==> config.mk <==
export PLATFORM = sky130hd
export DESIGN_NAME = airc_top
export DESIGN_NICKNAME = d
export VERILOG_FILES = /design/src/airc_pkg.sv /design/src/airc_pin_drv.sv /design/src/airc_top.sv
export VERILOG_INCLUDE_DIRS = /design/src
export SDC_FILE = /design/constraint.sdc
export NUM_CORES = 1
export LEC_CHECK = 0
export ABC_AREA = 0
export BUFFER_PORTS_ARGS = -buffer_cell sky130_fd_sc_hd__buf_2
export CAP_MARGIN = 20
export CORE_ASPECT_RATIO = 1.4
export CORE_MARGIN = 5
export CORE_UTILIZATION = 56
export CTS_CLUSTER_DIAMETER = 80
export DETAILED_ROUTE_END_ITERATION = 7
export GPL_TIMING_DRIVEN = 1
export PLACE_DENSITY_LB_ADDON = 0.15
export SYNTH_ARGS = -nofsm -noshare
export SYNTH_HDL_FRONTEND = slang
export SYNTH_SLANG_ARGS = --single-unit
==> constraint.sdc <==
create_clock -name clk -period 1.6 [get_ports clk]
set_input_delay 0.32 -clock clk [delete_from_list [all_inputs] [get_ports clk]]
set_output_delay 0.32 -clock clk [all_outputs]
set_load 0.01 [all_outputs]
==> src/airc_consts.svh <==
// Constants for the accelerometer interrupt routing block.
// Assumes inclusion by bare name from the package and design files.
`ifndef AIRC_CONSTS_SVH
`define AIRC_CONSTS_SVH

// ----------------------------------------------------------------
// Register offsets
// ----------------------------------------------------------------
`define AIRC_OFS_IRQ_SOURCE 8'h0C
`define AIRC_OFS_WAKE_PIN_CTRL 8'h2C
`define AIRC_OFS_SRC_ENABLES 8'h2D
`define AIRC_OFS_PIN_ROUTING 8'h2E

// ----------------------------------------------------------------
// Reset values and writable masks
// ----------------------------------------------------------------
`define AIRC_RST_WAKE_PIN_CTRL 8'h00
`define AIRC_RST_SRC_ENABLES 8'h00
`define AIRC_RST_PIN_ROUTING 8'h00
`define AIRC_MASK_WAKE_PIN_CTRL 8'h7B
`define AIRC_MASK_SOURCES 8'hBD
`define AIRC_MASK_WAKE_GATED 8'h3C
`define AIRC_READ_UNMAPPED 8'h00

// ----------------------------------------------------------------
// Field positions, wake and pin control register
// ----------------------------------------------------------------
`define AIRC_BIT_WAKE_TRANSIENT 6
`define AIRC_BIT_WAKE_ORIENT 5
`define AIRC_BIT_WAKE_PULSE 4
`define AIRC_BIT_WAKE_FALL 3
`define AIRC_BIT_IRQ_POLARITY 1
`define AIRC_BIT_IRQ_DRIVE 0

// ----------------------------------------------------------------
// Source positions, shared by enables, routing and source register
// ----------------------------------------------------------------
`define AIRC_SRC_SLEEP_WAKE 7
`define AIRC_SRC_TRANSIENT 5
`define AIRC_SRC_ORIENT 4
`define AIRC_SRC_PULSE 3
`define AIRC_SRC_FALL 2
`define AIRC_SRC_SAMPLE 0

// ----------------------------------------------------------------
// Pin levels
// ----------------------------------------------------------------
`define AIRC_PIN_RST_LEVEL 1'b1
`define AIRC_PIN_RST_OE 1'b1

`endif

==> src/airc_pkg.sv <==
// Types for the accelerometer interrupt routing block.
// Assumes airc_consts.svh is on the include path.
`include "airc_consts.svh"

package airc_pkg;

  // Event flags, held as levels by the functional blocks
  typedef struct packed {
    logic sleep_wake;
    logic transient;
    logic orientation;
    logic pulse;
    logic fall_motion;
    logic sample_ready;
  } airc_events_t;

  // Register access from the serial interface
  typedef struct packed {
    logic wr_en;
    logic rd_en;
    logic [7:0] addr;
    logic [7:0] wdata;
  } airc_reg_req_t;

  // Pin pad controls
  typedef struct packed {
    logic level;
    logic oe;
  } airc_pad_t;

  // Which register an access hits
  typedef enum logic [2:0] {
    AIRC_SEL_NONE = 3'b000,
    AIRC_SEL_SOURCE = 3'b001,
    AIRC_SEL_WAKE_PIN = 3'b010,
    AIRC_SEL_ENABLES = 3'b011,
    AIRC_SEL_ROUTING = 3'b100
  } airc_sel_t;

endpackage

==> src/airc_pin_drv.sv <==
// One interrupt pad driver with programmable polarity and drive type.
// Assumes active, polarity and drive type come from the same clock domain.
`timescale 1ns/1ps
`include "airc_consts.svh"

module airc_pin_drv (
  // Clock and reset
  input wire logic clk,
  input wire logic rst_n,
  // Control
  input wire logic active,
  input wire logic polarity,
  input wire logic open_drain,
  // Pad
  output airc_pkg::airc_pad_t pad
);
  import airc_pkg::*;

  airc_pad_t pad_ff;
  airc_pad_t nxt_pad;
  wire logic asserted_level;

  assign asserted_level = polarity;

  always_comb begin
    if (open_drain) begin
      nxt_pad.level = asserted_level;
      nxt_pad.oe = active;
    end else begin
      nxt_pad.level = active ? asserted_level : ~asserted_level;
      nxt_pad.oe = 1'b1;
    end
  end

  always_ff @(posedge clk or negedge rst_n) begin
    if (!rst_n) begin
      pad_ff.level <= `AIRC_PIN_RST_LEVEL;
      pad_ff.oe <= `AIRC_PIN_RST_OE;
    end else begin
      pad_ff <= nxt_pad;
    end
  end

  assign pad = pad_ff;

endmodule

==> src/airc_top.sv <==
// Interrupt enable, routing, wake gating and pad control of the accelerometer.
// Assumes event flags, sleep state and auto-sleep enable are synchronous to clk,
// and register accesses arrive as single-cycle strobes from the serial interface.
//
// Functional notes
// - Transient wake bit 6: zero ignores transient in sleep, one lets it wake.
// - Orientation wake bit 5: zero bypasses orientation asleep, one lets it wake.
// - Pulse wake bit 4: zero bypasses pulse in sleep, one lets it wake.
// - Fall/motion wake bit 3: zero bypasses it in sleep, one lets it wake.
// - Polarity bit 1, reset zero: zero means active low, one active high.
// - Drive bit 0, reset zero: zero push-pull, one open drain.
// - Event flags reach routing only while the block's enable bit is set.
// - Sleep/wake enable is enable bit 7, reset zero.
// - Transient enable is enable bit 5, reset zero.
// - Orientation enable is enable bit 4, reset zero.
// - Pulse enable is enable bit 3, reset zero.
// - Fall/motion enable is enable bit 2, reset zero.
// - Sample-ready enable is enable bit 0, reset zero.
// - Routing bit one selects first pin, zero (reset) second pin.
// - Any number of routed sources may assert one pin together.
// - Open drain suits several outputs sharing one wired line.
// - Wake bits matter only while auto-sleep is enabled; it resets off.
`timescale 1ns/1ps
`include "airc_consts.svh"

module airc_top (
  // Clock and reset
  input wire logic clk,
  input wire logic reset_n,
  // Register access
  input airc_pkg::airc_reg_req_t reg_req,
  output logic [7:0] reg_rdata,
  output logic reg_rvalid,
  // Functional block events and sleep state
  input airc_pkg::airc_events_t events,
  input wire logic auto_sleep_enable,
  input wire logic in_sleep,
  // Wake request to the sleep sequencer
  output logic wake_request,
  // First interrupt pin
  output logic irq_pin_first_o,
  output logic irq_pin_first_oe,
  // Second interrupt pin
  output logic irq_pin_second_o,
  output logic irq_pin_second_oe
);
  import airc_pkg::*;

  // ----------------------------------------------------------------
  // Reset release
  // ----------------------------------------------------------------
  logic [1:0] rst_sync_ff;
  wire logic rst_n;

  always_ff @(posedge clk or negedge reset_n) begin
    if (!reset_n) begin
      rst_sync_ff <= 2'b00;
    end else begin
      rst_sync_ff <= {rst_sync_ff[0], 1'b1};
    end
  end

  assign rst_n = rst_sync_ff[1];

  // ----------------------------------------------------------------
  // Register decode
  // ----------------------------------------------------------------
  logic [7:0] wake_and_pin_control_ff;
  logic [7:0] irq_source_enables_ff;
  logic [7:0] irq_pin_routing_ff;
  logic [7:0] reg_rdata_ff;
  logic reg_rvalid_ff;
  wire airc_sel_t sel;
  wire logic wr_wake_pin;
  wire logic wr_enables;
  wire logic wr_routing;
  wire logic [7:0] nxt_wake_and_pin_control;
  wire logic [7:0] nxt_irq_source_enables;
  wire logic [7:0] nxt_irq_pin_routing;
  wire logic [7:0] nxt_reg_rdata;

  assign sel = (reg_req.addr == `AIRC_OFS_IRQ_SOURCE) ? AIRC_SEL_SOURCE :
               (reg_req.addr == `AIRC_OFS_WAKE_PIN_CTRL) ? AIRC_SEL_WAKE_PIN :
               (reg_req.addr == `AIRC_OFS_SRC_ENABLES) ? AIRC_SEL_ENABLES :
               (reg_req.addr == `AIRC_OFS_PIN_ROUTING) ? AIRC_SEL_ROUTING :
               AIRC_SEL_NONE;

  assign wr_wake_pin = reg_req.wr_en && (sel == AIRC_SEL_WAKE_PIN);
  assign wr_enables = reg_req.wr_en && (sel == AIRC_SEL_ENABLES);
  assign wr_routing = reg_req.wr_en && (sel == AIRC_SEL_ROUTING);

  // Reserved bits stay zero
  assign nxt_wake_and_pin_control = wr_wake_pin ?
    (reg_req.wdata & `AIRC_MASK_WAKE_PIN_CTRL) : wake_and_pin_control_ff;
  assign nxt_irq_source_enables = wr_enables ?
    (reg_req.wdata & `AIRC_MASK_SOURCES) : irq_source_enables_ff;
  assign nxt_irq_pin_routing = wr_routing ?
    (reg_req.wdata & `AIRC_MASK_SOURCES) : irq_pin_routing_ff;

  always_ff @(posedge clk or negedge rst_n) begin
    if (!rst_n) begin
      wake_and_pin_control_ff <= `AIRC_RST_WAKE_PIN_CTRL;
      irq_source_enables_ff <= `AIRC_RST_SRC_ENABLES;
      irq_pin_routing_ff <= `AIRC_RST_PIN_ROUTING;
    end else begin
      wake_and_pin_control_ff <= nxt_wake_and_pin_control;
      irq_source_enables_ff <= nxt_irq_source_enables;
      irq_pin_routing_ff <= nxt_irq_pin_routing;
    end
  end

  // ----------------------------------------------------------------
  // Control fields
  // ----------------------------------------------------------------
  wire logic wake_on_transient;
  wire logic wake_on_orientation;
  wire logic wake_on_pulse;
  wire logic wake_on_fall_motion;
  wire logic irq_polarity;
  wire logic irq_drive_type;

  assign wake_on_transient = wake_and_pin_control_ff[`AIRC_BIT_WAKE_TRANSIENT];
  assign wake_on_orientation = wake_and_pin_control_ff[`AIRC_BIT_WAKE_ORIENT];
  assign wake_on_pulse = wake_and_pin_control_ff[`AIRC_BIT_WAKE_PULSE];
  assign wake_on_fall_motion = wake_and_pin_control_ff[`AIRC_BIT_WAKE_FALL];
  assign irq_polarity = wake_and_pin_control_ff[`AIRC_BIT_IRQ_POLARITY];
  assign irq_drive_type = wake_and_pin_control_ff[`AIRC_BIT_IRQ_DRIVE];

  // ----------------------------------------------------------------
  // Enable fields
  // ----------------------------------------------------------------
  wire logic ien_sleep_wake;
  wire logic ien_transient;
  wire logic ien_orientation;
  wire logic ien_pulse;
  wire logic ien_fall_motion;
  wire logic ien_sample_ready;

  assign ien_sleep_wake = irq_source_enables_ff[`AIRC_SRC_SLEEP_WAKE];
  assign ien_transient = irq_source_enables_ff[`AIRC_SRC_TRANSIENT];
  assign ien_orientation = irq_source_enables_ff[`AIRC_SRC_ORIENT];
  assign ien_pulse = irq_source_enables_ff[`AIRC_SRC_PULSE];
  assign ien_fall_motion = irq_source_enables_ff[`AIRC_SRC_FALL];
  assign ien_sample_ready = irq_source_enables_ff[`AIRC_SRC_SAMPLE];

  // ----------------------------------------------------------------
  // Routing fields
  // ----------------------------------------------------------------
  wire logic route_sleep_wake;
  wire logic route_transient;
  wire logic route_orientation;
  wire logic route_pulse;
  wire logic route_fall_motion;
  wire logic route_sample_ready;
  logic [7:0] to_first;

  assign route_sleep_wake = irq_pin_routing_ff[`AIRC_SRC_SLEEP_WAKE];
  assign route_transient = irq_pin_routing_ff[`AIRC_SRC_TRANSIENT];
  assign route_orientation = irq_pin_routing_ff[`AIRC_SRC_ORIENT];
  assign route_pulse = irq_pin_routing_ff[`AIRC_SRC_PULSE];
  assign route_fall_motion = irq_pin_routing_ff[`AIRC_SRC_FALL];
  assign route_sample_ready = irq_pin_routing_ff[`AIRC_SRC_SAMPLE];

  // Set bit steers a source to the first pin
  always_comb begin
    to_first = 8'h00;
    to_first[`AIRC_SRC_SLEEP_WAKE] = route_sleep_wake;
    to_first[`AIRC_SRC_TRANSIENT] = route_transient;
    to_first[`AIRC_SRC_ORIENT] = route_orientation;
    to_first[`AIRC_SRC_PULSE] = route_pulse;
    to_first[`AIRC_SRC_FALL] = route_fall_motion;
    to_first[`AIRC_SRC_SAMPLE] = route_sample_ready;
  end

  // ----------------------------------------------------------------
  // Source vector
  // ----------------------------------------------------------------
  logic [7:0] gated_src;
  wire logic [7:0] enabled_src;
  wire logic [7:0] wake_mask;
  wire logic [7:0] bypass_mask;
  wire logic [7:0] live_src;
  wire logic sleeping;

  always_comb begin
    gated_src = 8'h00;
    gated_src[`AIRC_SRC_SLEEP_WAKE] = events.sleep_wake && ien_sleep_wake;
    gated_src[`AIRC_SRC_TRANSIENT] = events.transient && ien_transient;
    gated_src[`AIRC_SRC_ORIENT] = events.orientation && ien_orientation;
    gated_src[`AIRC_SRC_PULSE] = events.pulse && ien_pulse;
    gated_src[`AIRC_SRC_FALL] = events.fall_motion && ien_fall_motion;
    gated_src[`AIRC_SRC_SAMPLE] = events.sample_ready && ien_sample_ready;
  end

  assign enabled_src = gated_src;

  // ----------------------------------------------------------------
  // Sleep bypass and wake
  // ----------------------------------------------------------------
  // only with auto-sleep
  assign sleeping = auto_sleep_enable && in_sleep;

  assign wake_mask = {2'b00,
                      wake_on_transient,
                      wake_on_orientation,
                      wake_on_pulse,
                      wake_on_fall_motion,
                      2'b00};

  // Sleep/wake and sample-ready never bypassed
  assign bypass_mask = sleeping ? (`AIRC_MASK_WAKE_GATED & ~wake_mask) : 8'h00;
  assign live_src = enabled_src & ~bypass_mask;

  logic wake_request_ff;
  wire logic nxt_wake_request;

  assign nxt_wake_request = sleeping && (|(enabled_src & wake_mask));

  always_ff @(posedge clk or negedge rst_n) begin
    if (!rst_n) begin
      wake_request_ff <= 1'b0;
    end else begin
      wake_request_ff <= nxt_wake_request;
    end
  end

  assign wake_request = wake_request_ff;

  // ----------------------------------------------------------------
  // Pin routing
  // ----------------------------------------------------------------
  wire logic [7:0] first_src;
  wire logic [7:0] second_src;
  wire logic first_active;
  wire logic second_active;

  assign first_src = live_src & to_first;
  assign second_src = live_src & ~to_first;
  assign first_active = |first_src;
  assign second_active = |second_src;

  airc_pad_t pad_first;
  airc_pad_t pad_second;

  airc_pin_drv u_pin_first (
    .clk(clk),
    .rst_n(rst_n),
    .active(first_active),
    .polarity(irq_polarity),
    .open_drain(irq_drive_type),
    .pad(pad_first)
  );

  airc_pin_drv u_pin_second (
    .clk(clk),
    .rst_n(rst_n),
    .active(second_active),
    .polarity(irq_polarity),
    .open_drain(irq_drive_type),
    .pad(pad_second)
  );

  assign irq_pin_first_o = pad_first.level;
  assign irq_pin_first_oe = pad_first.oe;
  assign irq_pin_second_o = pad_second.level;
  assign irq_pin_second_oe = pad_second.oe;

  // ----------------------------------------------------------------
  // Read path
  // ----------------------------------------------------------------
  // source register view
  assign nxt_reg_rdata = (sel == AIRC_SEL_SOURCE) ? enabled_src :
                         (sel == AIRC_SEL_WAKE_PIN) ? wake_and_pin_control_ff :
                         (sel == AIRC_SEL_ENABLES) ? irq_source_enables_ff :
                         (sel == AIRC_SEL_ROUTING) ? irq_pin_routing_ff :
                         `AIRC_READ_UNMAPPED;

  always_ff @(posedge clk or negedge rst_n) begin
    if (!rst_n) begin
      reg_rdata_ff <= `AIRC_READ_UNMAPPED;
      reg_rvalid_ff <= 1'b0;
    end else begin
      reg_rvalid_ff <= reg_req.rd_en;
      if (reg_req.rd_en) begin
        reg_rdata_ff <= nxt_reg_rdata;
      end
    end
  end

  assign reg_rdata = reg_rdata_ff;
  assign reg_rvalid = reg_rvalid_ff;

endmodule

==> run summary, run 1 <==
final hold violation count -> 0
gr usage total -> 0.2150
slowest cell on the critical path -> or4_4
top cell type by total area after synthesis -> dfrtp_1
crit path cell chain -> buf_2, or4_4, nor2_8, nand3_4, mux2_4
Max Cap Viol -> 0
DP Worst Slack -> -253.5 ps
Max stage delay on crit path -> 570 ps
Initial Util -> 0.5923
Clock Sinks -> 34
Antenna Nets Post-Route -> 0
post-route cell area -> 0.002141 mm²
power per cell area -> 850.2 mW/mm²
antenna violations before repair -> 0
Die Width -> 56.86 µm
Post-synth EDFFs -> 0
crit end category -> flip-flop
commonest non-fill, non-tap cell in the layout -> buf_2
Wirelength per Cell -> 17.74 µm
Mapped Avg Cell Area -> 11.96 µm²
Synth area leaders -> dfrtp_1 (44%), mux2_4 (16%), dfstp_2 (6.1%), nand3_4 (3.1%), nand3_1 (2.9%)
Core Box Area -> 0.002907 mm²
Antenna Diode Count -> 0
critical path depth -> 5
Finish-stage setup viols -> 0
Synth cell types -> 35
r2r worst-path depth -> 4
first-pass GRT wire length -> 6900 µm
Skew-Pair Late Insertion Delay -> 280 ps
Top FF cell, synth -> dfrtp_1
Peak VDD IR -> 0.7281 mV
Critical Path RT -> 1760 ps
Via-to-Cell Ratio -> 5.689
Rows -> 23
routability-driven placement congestion ratio -> 0.9142
Yosys reg bits -> 34
post-synth top area share -> 0.4360
CTS buffer count -> 5
Max Slew Vio Count -> 0
Tcrit/Tclk final -> 0.9821
sequential element share of the synthesized area -> 0.4971
crit path buf inv count -> 1
post-DP HPWL -> 3269 µm
synthesized net count -> 172
Post-Synthesis Cells -> 144
gr ovfl total -> 0
ratio of cells with drive above 1 in the final layout -> 0.4378
fin crit period -> 1571 ps
outcome -> finished clean
Hold WC Path Type -> reg -> async
worst clock skew -> 10.48 ps
IO buf count -> 41
DR vias -> 1,354
worst setup margin -> 28.62 ps
ys async rst share -> 1.000
commonest cells after routing, fill and taps aside -> buf_2 (41), dfrtp_1 (30), mux2_4 (18)
Yosys Warn Count -> 0
Mapped Area -> 0.001722 mm²
Pre-antenna DRT Iters -> 4
max frequency -> 0.6364 GHz
CTS root buffer -> clkbuf_8
DRT iter0 DRCs -> 41
kind of critical path -> in -> reg
P&R area growth vs syn -> 24.35%
Leakage -> 1.019 nW
CTS tree -> built
Tot Pwr -> 1.820 mW
vias in the first global route -> 1,480
io pins -> 42
largest net degree at the start of global routing -> 33
startpoint types -> input pin
htree depth -> 2
die area -> 0.004299 mm²
residual DRC count -> 0
setup slack, reg-to-reg -> 210 ps
clock transition at the registers of the reported paths -> 70 ps
worst-path maximum fanout -> 6
Clock Path Buffers -> 2
CP arrival -> 1730 ps
Post-Place Cell Area -> 0.002031 mm²
routed wire length -> 4221 µm
fin nets -> 228
RSZ-0062 raised after global routing -> false
Die H -> 75.61 µm
cell family with most CP delay -> simple AND/OR/NAND/NOR gates
[metal layers]
layer,GRT usage,vias to the layer above,part of all wire
met5,0,-,0
met4,0.09536,0,0.026
met3,0.05763,12,0.052
met2,0.3946,43,0.53
met1,0.2344,648,0.39
li1,-,651,-
[report_power, final]
part           internal, mW  leakage, nW  switching [mW]
logic                 0.106        0.527           0.119
clock network         0.347       0.0482           0.298
registers             0.911        0.444          0.0387
total                  1.36         1.02           0.456
[worst reg2reg max path: cells and delay by family, from the launching register on]
kind,cells,cell delay [ps]
simple gates,1,230
compound gates,2,440
flops,1,470
xor+xnor,1,190
[final timing paths]
kind / startpoint / endpoint
max in group asynchronous: rst_sync_ff[1]$_DFF_PN0_ / u_pin_second.pad[1]$_DFF_PN1_
hold reg to reg: rst_sync_ff[1]$_DFF_PN0_ / irq_source_enables_ff[5]$_DFFE_PN0P_
min in group clk: reg_req[6] / wake_and_pin_control_ff[6]$_DFFE_PN0P_
hold / removal: rst_sync_ff[1]$_DFF_PN0_ / irq_source_enables_ff[5]$_DFFE_PN0P_
setup reg to reg: wake_and_pin_control_ff[5]$_DFFE_PN0P_ / u_pin_first.pad[1]$_DFF_PN1_
setup / recovery: reg_req[15] / wake_and_pin_control_ff[4]$_DFFE_PN0P_
[cells by family after synthesis]
group	count (synthesis)	share of synthesized area
mux	22	0.1810
xor+xnor	2	0.01018
compound gates	31	0.1257
buf+inv	11	0.02979
other cells	1	0.002178
flops	34	0.4971
simple gates	43	0.1541
[layout make-up]
type | count | area, µm²
sequential | 34 | 855.8
timing repair buffer | 53 | 297.8
clock inverter | 1 | 5.005
tap | 37 | 46.29
multi-input combinational | 99 | 823.3
inverter | 7 | 26.28
clock buffer | 7 | 86.33
fill | 214 | 765.7
[Yosys cell counts (2+ instances only)]
library cell,instances
dfrtp_1,30
a31oi_1,2
a211oi_1,2
nor2b_1,2
nand2_1,10
nand4_1,2
o211ai_1,4
nand3_4,3
inv_1,6
buf_2,2
a32oi_1,3
o21ai_1,6
a21oi_1,5
mux2i_1,3
nand3_1,10
dfstp_2,4
nor2_1,9
o2111ai_1,4
xor2_1,2
mux2_4,18
nor3_1,3
[stage by stage]
| step | TNS (ps) | utilization | hold slack [ps] | instances |
|---|---|---|---|---|
| finish | 0 | 0.7365 | 255.1 | 238 |
| global route | 0 | 0.7365 | 253.1 | 238 |
| CTS | 0 | 0.7335 | 257.8 | 238 |
| detailed placement | -4884 | 0.6987 | 107.4 | 229 |
| global placement | -4402 | 0.6987 | 103.3 | 229 |
| floorplan | -2437 | - | 24.41 | 144 |
[registers in the layout, indices dropped and copies added (netlist names)]
name	flops
irq_pin_routing_ff	6
irq_source_enables_ff	6
reg_rdata	8
reg_rvalid	1
rst_sync_ff	2
u_pin_first.pad	2
u_pin_second.pad	2
wake_and_pin_control_ff	6
wake_request	1
[repair_timing]
action,4_1_cts,5_1_grt
endpoints found under the hold margin,2,0
setup buffers,0,0
hold buffers,1,0
resized for setup,0,1
setup endpoints to repair,0,3
Note: power is estimated with default switching activity, not from simulation.
==> run 2: changes to the inputs <==
--- a/config.mk
+++ b/config.mk
@@ -16,6 +16,7 @@
 export DETAILED_ROUTE_END_ITERATION = 7
 export GPL_TIMING_DRIVEN = 1
 export PLACE_DENSITY_LB_ADDON = 0.15
+export SETUP_SLACK_MARGIN = 0.2
 export SYNTH_ARGS = -nofsm -noshare
 export SYNTH_HDL_FRONTEND = slang
 export SYNTH_SLANG_ARGS = --single-unit
==> run 2 against run 1 <==
Against the previous run: critical path depth did not move; design area rose by 3.4%; die area did not move; sequential power barely moved; count of clock-buffer cells in the layout fell by 1; combinational power rose by 6%; flip-flop and latch count did not move; sequential share of layout area fell by 1.3 points; maximum frequency rose by 3.9%; global-route usage rose by 2.1 points; critical endpoint is now wake_and_pin_control_ff[6]$_DFFE_PN0P_; largest cell class unchanged; largest power group unchanged.
==> run summary, run 2 (synthesis gave the netlist of run 1 again) <==
Via-to-Cell Ratio -> 5.917
WHS -> 263.4 ps
RSZ-0062 raised after global routing -> true
fin nets -> 232
Antenna Nets Post-Route -> 0
largest net degree at the start of global routing -> 33
Max Cap Viol -> 0
startpoint types -> input pin
worst clock skew -> 6.743 ps
Initial Util -> 0.5923
crit path cell chain -> buf_6, or4_4, nor2_8, nand3_4, mux2_4
Skew-Pair Late Insertion Delay -> 290 ps
commonest cells after routing, fill and taps aside -> buf_2 (40), dfrtp_1 (30), mux2_4 (18)
Crit Reg-Reg Endpoint -> u_pin_first.pad[1]$_DFF_PN1_
worst-path maximum fanout -> 6
DRT iter0 DRCs -> 82
Wirelength per Cell -> 19.20 µm
Max Slew Vio Count -> 0
routed wire length -> 4647 µm
final hold violation count -> 0
power per cell area -> 840.3 mW/mm²
io pins -> 42
Critical Path RT -> 1770 ps
kind of critical path -> in -> reg
CP startpoint -> reg_req[12]
gr usage total -> 0.2360
Pre-antenna DRT Iters -> 4
residual DRC count -> 0
ratio of cells with drive above 1 in the final layout -> 0.4927
DR vias -> 1,432
Rows -> 23
Die H -> 75.61 µm
outcome -> finished clean
vias in the first global route -> 1,576
max frequency -> 0.6615 GHz
Max stage delay on crit path -> 570 ps
Clock Sinks -> 34
gr ovfl total -> 0
P&R area growth vs syn -> 28.56%
routability-driven placement congestion ratio -> 0.8941
die area -> 0.004299 mm²
r2r worst-path depth -> 5
antenna violations before repair -> 0
Tot Pwr -> 1.860 mW
crit path to -> wake_and_pin_control_ff[6]$_DFFE_PN0P_
IO buf count -> 41
Core Box Area -> 0.002907 mm²
Post-Place Cell Area -> 0.002053 mm²
commonest non-fill, non-tap cell in the layout -> buf_2
CTS buffer count -> 5
htree depth -> 2
fin crit period -> 1512 ps
Antenna Diode Count -> 0
post-route cell area -> 0.002213 mm²
Finish-stage setup viols -> 0
clock transition at the registers of the reported paths -> 70 ps
slowest cell on the critical path -> or4_4
Leakage -> 1.049 nW
Hold WC Path Type -> reg -> async
Largest register FFs -> 8
CTS tree -> built
CTS root buffer -> clkbuf_8
Peak VDD IR -> 0.8070 mV
reg-to-reg startpoint -> irq_source_enables_ff[5]$_DFFE_PN0P_
Tcrit/Tclk final -> 0.9448
CP arrival -> 1680 ps
Die Width -> 56.86 µm
first-pass GRT wire length -> 7534 µm
Clock Path Buffers -> 2
crit end category -> flip-flop
setup slack, reg-to-reg -> 210 ps
post-DP HPWL -> 3347 µm
## run 2: worst min path at each step
stage	start	end	slack, ps	depth (start not counted)
global placement	reset_n	rst_sync_ff[1]$_DFF_PN0_	100	1
finish	rst_sync_ff[1]$_DFF_PN0_	irq_pin_routing_ff[5]$_DFFE_PN0P_	260	1
detailed placement	reset_n	rst_sync_ff[0]$_DFF_PN0_	110	1
floorplan	reset_n	rst_sync_ff[0]$_DFF_PN0_	20	0
CTS	rst_sync_ff[1]$_DFF_PN0_	irq_pin_routing_ff[5]$_DFFE_PN0P_	270	1
global route	reg_req[1]	wake_and_pin_control_ff[1]$_DFFE_PN0P_	270	2
## run 2: cell type report
class / count / area, µm²
timing repair buffer: 57 / 334.1
inverter: 7 / 26.28
multi-input combinational: 99 / 855.8
sequential: 34 / 855.8
fill: 210 / 693.2
clock buffer: 6 / 82.58
clock inverter: 2 / 12.51
tap: 37 / 46.29
## run 2: report_power, final
group	leakage (nW)	switching, mW	internal [mW]
Sequential	0.444	0.0418	0.911
Clock	0.0472	0.324	0.346
Combinational	0.558	0.124	0.114
## run 2: critical path: cells and delay by family
kind	cells	cell delay (ps)
buf+inv	1	90
simple gates	3	930
mux	1	340
## run 2: timing repair
item | CTS | global route
setup buffers | 2 | 1
endpoints found under the setup margin | 18 | 28
endpoints found under the hold margin | 2 | 0
hold buffers | 1 | 0
gates resized for setup | 1 | 6
pin swaps | 4 | 7
## run 2: routing by layer
metal | wire length (µm) | part of all wire | GRT usage
met3 | 377 | 0.081 | 0.05254
met1 | 1716 | 0.37 | 0.2557
met5 | 0 | 0 | 0
met4 | 209 | 0.045 | 0.1443
met2 | 2343 | 0.50 | 0.4229
## run 2: through the flow
stage / std cells / utilization / setup TNS, ps / setup slack, ps
floorplan: 144 / - / -2388 / -132.8
global placement: 230 / 0.7064 / -3699 / -218.7
detailed placement: 230 / 0.7064 / -4029 / -235.4
CTS: 241 / 0.7499 / 0 / 72.91
global route: 242 / 0.7615 / 0 / 0.3019
finish: 242 / 0.7615 / 0 / 88.27
==> run 3: changes to the inputs <==
--- a/config.mk
+++ b/config.mk
@@ -9,13 +9,14 @@
 export ABC_AREA = 0
 export BUFFER_PORTS_ARGS = -buffer_cell sky130_fd_sc_hd__buf_2
 export CAP_MARGIN = 20
-export CORE_ASPECT_RATIO = 1.4
+export CORE_ASPECT_RATIO = 1.5
 export CORE_MARGIN = 5
 export CORE_UTILIZATION = 56
 export CTS_CLUSTER_DIAMETER = 80
 export DETAILED_ROUTE_END_ITERATION = 7
 export GPL_TIMING_DRIVEN = 1
 export PLACE_DENSITY_LB_ADDON = 0.15
+export RECOVER_POWER = 50
 export SETUP_SLACK_MARGIN = 0.2
 export SYNTH_ARGS = -nofsm -noshare
 export SYNTH_HDL_FRONTEND = slang
==> run 3 against run 2 <==
Against the previous run: setup slack got worse by 0.72 ps; maximum frequency about the same; count of clock-buffer cells in the layout is 1 lower; register-to-register slack improved by 20 ps; flip-flop and latch count did not move; first-iteration DRC count down 34%; design area is 0.90% higher; combinational power increased by 2%; worst hold slack worse by 7.6 ps; critical path depth unchanged; non-clock buffer count down 2; largest cell class is now multi-input combinational cells; largest power group unchanged.
==> run summary, run 3 (synthesis gave the netlist of run 1 again) <==
outcome -> finished clean
DR vias -> 1,492
worst clock skew -> 8.065 ps
commonest cells after routing, fill and taps aside -> buf_2 (35), dfrtp_1 (28), mux2_4 (18)
die area -> 0.004306 mm²
DRT iter0 DRCs -> 54
Sequential Power Share -> 0.478
cell family with most CP delay -> simple AND/OR/NAND/NOR gates
Finish-stage setup viols -> 0
Worst-Margin Slew -> 798.1 ps
gr usage total -> 0.2199
Pre-antenna DRT Iters -> 4
P_int -> 1.489 mW
crit path cell chain -> buf_6, or4_4, nor4_2, a32oi_1, a21oi_1
Via-to-Cell Ratio -> 6.165
CP arrival -> 1730 ps
first-pass GRT wire length -> 7452 µm
setup slack, reg-to-reg -> 230 ps
max frequency -> 0.6612 GHz
commonest non-fill, non-tap cell in the layout -> buf_2
Comb pwr share -> 0.121
Sw Pwr -> 0.5096 mW
Tcrit/Tclk final -> 0.9453
Clock Sinks -> 34
hold path cells -> 2
Antenna Diode Count -> 0
Peak VDD IR -> 0.7050 mV
Tot Pwr -> 1.998 mW
routability-driven placement congestion ratio -> 0.8815
switching share of power -> 0.2550
kind of critical path -> in -> reg
post-DP HPWL -> 3403 µm
Rows -> 24
routed wire length -> 4722 µm
Crit Reg-Reg Endpoint -> u_pin_first.pad[1]$_DFF_PN1_
Clock Path Buffers -> 2
reg-to-reg startpoint -> irq_source_enables_ff[5]$_DFFE_PN0P_
slowest cell on the critical path -> or4_4
antenna violations before repair -> 0
multi-input logic area -> 875.8 µm²
io pins -> 42
Initial Util -> 0.5850
Die H -> 77.91 µm
Largest register FFs -> 8
Core Box Area -> 0.002943 mm²
Leakage -> 1.026 nW
Antenna Nets Post-Route -> 0
r2r worst-path depth -> 5
worst setup margin -> 87.55 ps
Skew-Pair Late Insertion Delay -> 290 ps
Hold Crit Start -> reg_req[1]
Wirelength per Cell -> 19.51 µm
P&R area growth vs syn -> 29.72%
vias in the first global route -> 1,590
Die Width -> 55.27 µm
largest net degree at the start of global routing -> 33
clock power share -> 0.401
Non-Filler Instances -> 242
power per cell area -> 894.7 mW/mm²
Max stage delay on crit path -> 580 ps
DP Worst Slack -> -208.2 ps
final hold violation count -> 0
residual DRC count -> 0
CTS tree -> built
Max Cap Viol -> 0
Inst Count DP -> 230
Hold WC Path Type -> in -> reg
crit end category -> flip-flop
worst-path maximum fanout -> 3
RSZ-0062 raised after global routing -> true
startpoint types -> input pin
Critical Path RT -> 1820 ps
CTS root buffer -> clkbuf_8
FF+latch area -> 858.3 µm²
fin util -> 0.7589
hold worst-path end -> wake_and_pin_control_ff[1]$_DFFE_PN0P_
Max Slew Vio Count -> 0
fin crit period -> 1512 ps
Max-slew headroom -> 0.4679
CTS buffer count -> 5
htree depth -> 2
crit path buf inv count -> 1
fin nets -> 230
clock transition at the registers of the reported paths -> 80 ps
ratio of cells with drive above 1 in the final layout -> 0.4877
fillers -> 216
IO buf count -> 41
gr ovfl total -> 0
## run 3: cell types whose count changed in the layout (fill, tap and decap cells not counted), sizes merged
cell      change
clkinvlp      +1
buf           -8
bufinv        +1
clkinv        -1
clkbuf        +5
## run 3: cell type report
| cell class | instances | share of cell area |
|---|---|---|
| multi-input combinational | 99 | 0.3922 |
| sequential | 34 | 0.3843 |
| timing repair buffer | 55 | 0.1389 |
| clock buffer | 5 | 0.03081 |
| tap | 39 | 0.02185 |
| clock inverter | 3 | 0.02017 |
| inverter | 7 | 0.01176 |
## run 3: power groups by stage
stage | clock (mW) | combinational [mW] | sequential, mW
after detailed placement | 0 | 0.226 | 0.966
after global placement | 0 | 0.217 | 0.964
after CTS | 0.803 | 0.233 | 0.951
final | 0.802 | 0.242 | 0.955
after global routing | 0.846 | 0.264 | 0.960
after floorplan | 0 | 0.0987 | 0.977
## run 3: worst max-delay path by stage
| stage | start | end | cells after the start |
|---|---|---|---|
| 2_1_floorplan | reg_req[15] | irq_source_enables_ff[0]$_DFFE_PN0P_ | 5 |
| 3_3_place_gp | reg_req[15] | irq_pin_routing_ff[4]$_DFFE_PN0P_ | 5 |
| 3_5_place_dp | reg_req[15] | irq_source_enables_ff[3]$_DFFE_PN0P_ | 5 |
| 4_1_cts | reg_req[15] | irq_pin_routing_ff[5]$_DFFE_PN0P_ | 5 |
| 5_1_grt | reg_req[15] | wake_and_pin_control_ff[5]$_DFFE_PN0P_ | 5 |
| 6_report | reg_req[15] | reg_rdata[0]$_DFFE_PN0P_ | 5 |
## run 3: timing repair
item,CTS,global route
pin swaps,2,5
hold buffers,1,0
resized for setup,3,9
endpoints found under the setup margin,23,24
hold endpoints to repair,2,0
buffers inserted,0,3
## run 3: through the flow
stage | hold WS [ps] | area, µm² | TNS [ps]
floorplan | 24.41 | 1737 | -2388
global placement | 103.6 | 2041 | -3796
detailed placement | 107.2 | 2041 | -4302
CTS | 252.7 | 2183 | 0
global route | 263.7 | 2233 | 0
finish | 255.7 | 2233 | 0
## run 3: per-layer routing
metal | GRT usage | vias to the layer above | part of all wire
met2 | 0.3768 | 95 | 0.54
met4 | 0.1533 | 0 | 0.037
li1 | - | 650 | -
met3 | 0.05980 | 16 | 0.085
met5 | 0 | - | 0
met1 | 0.2304 | 731 | 0.34
## run 3: worst reg2reg max path: cells and delay by family (launching register included)
kind | cells | cell delay, ps
xor+xnor | 1 | 150
flops | 1 | 460
compound gates | 2 | 510
simple gates | 2 | 170
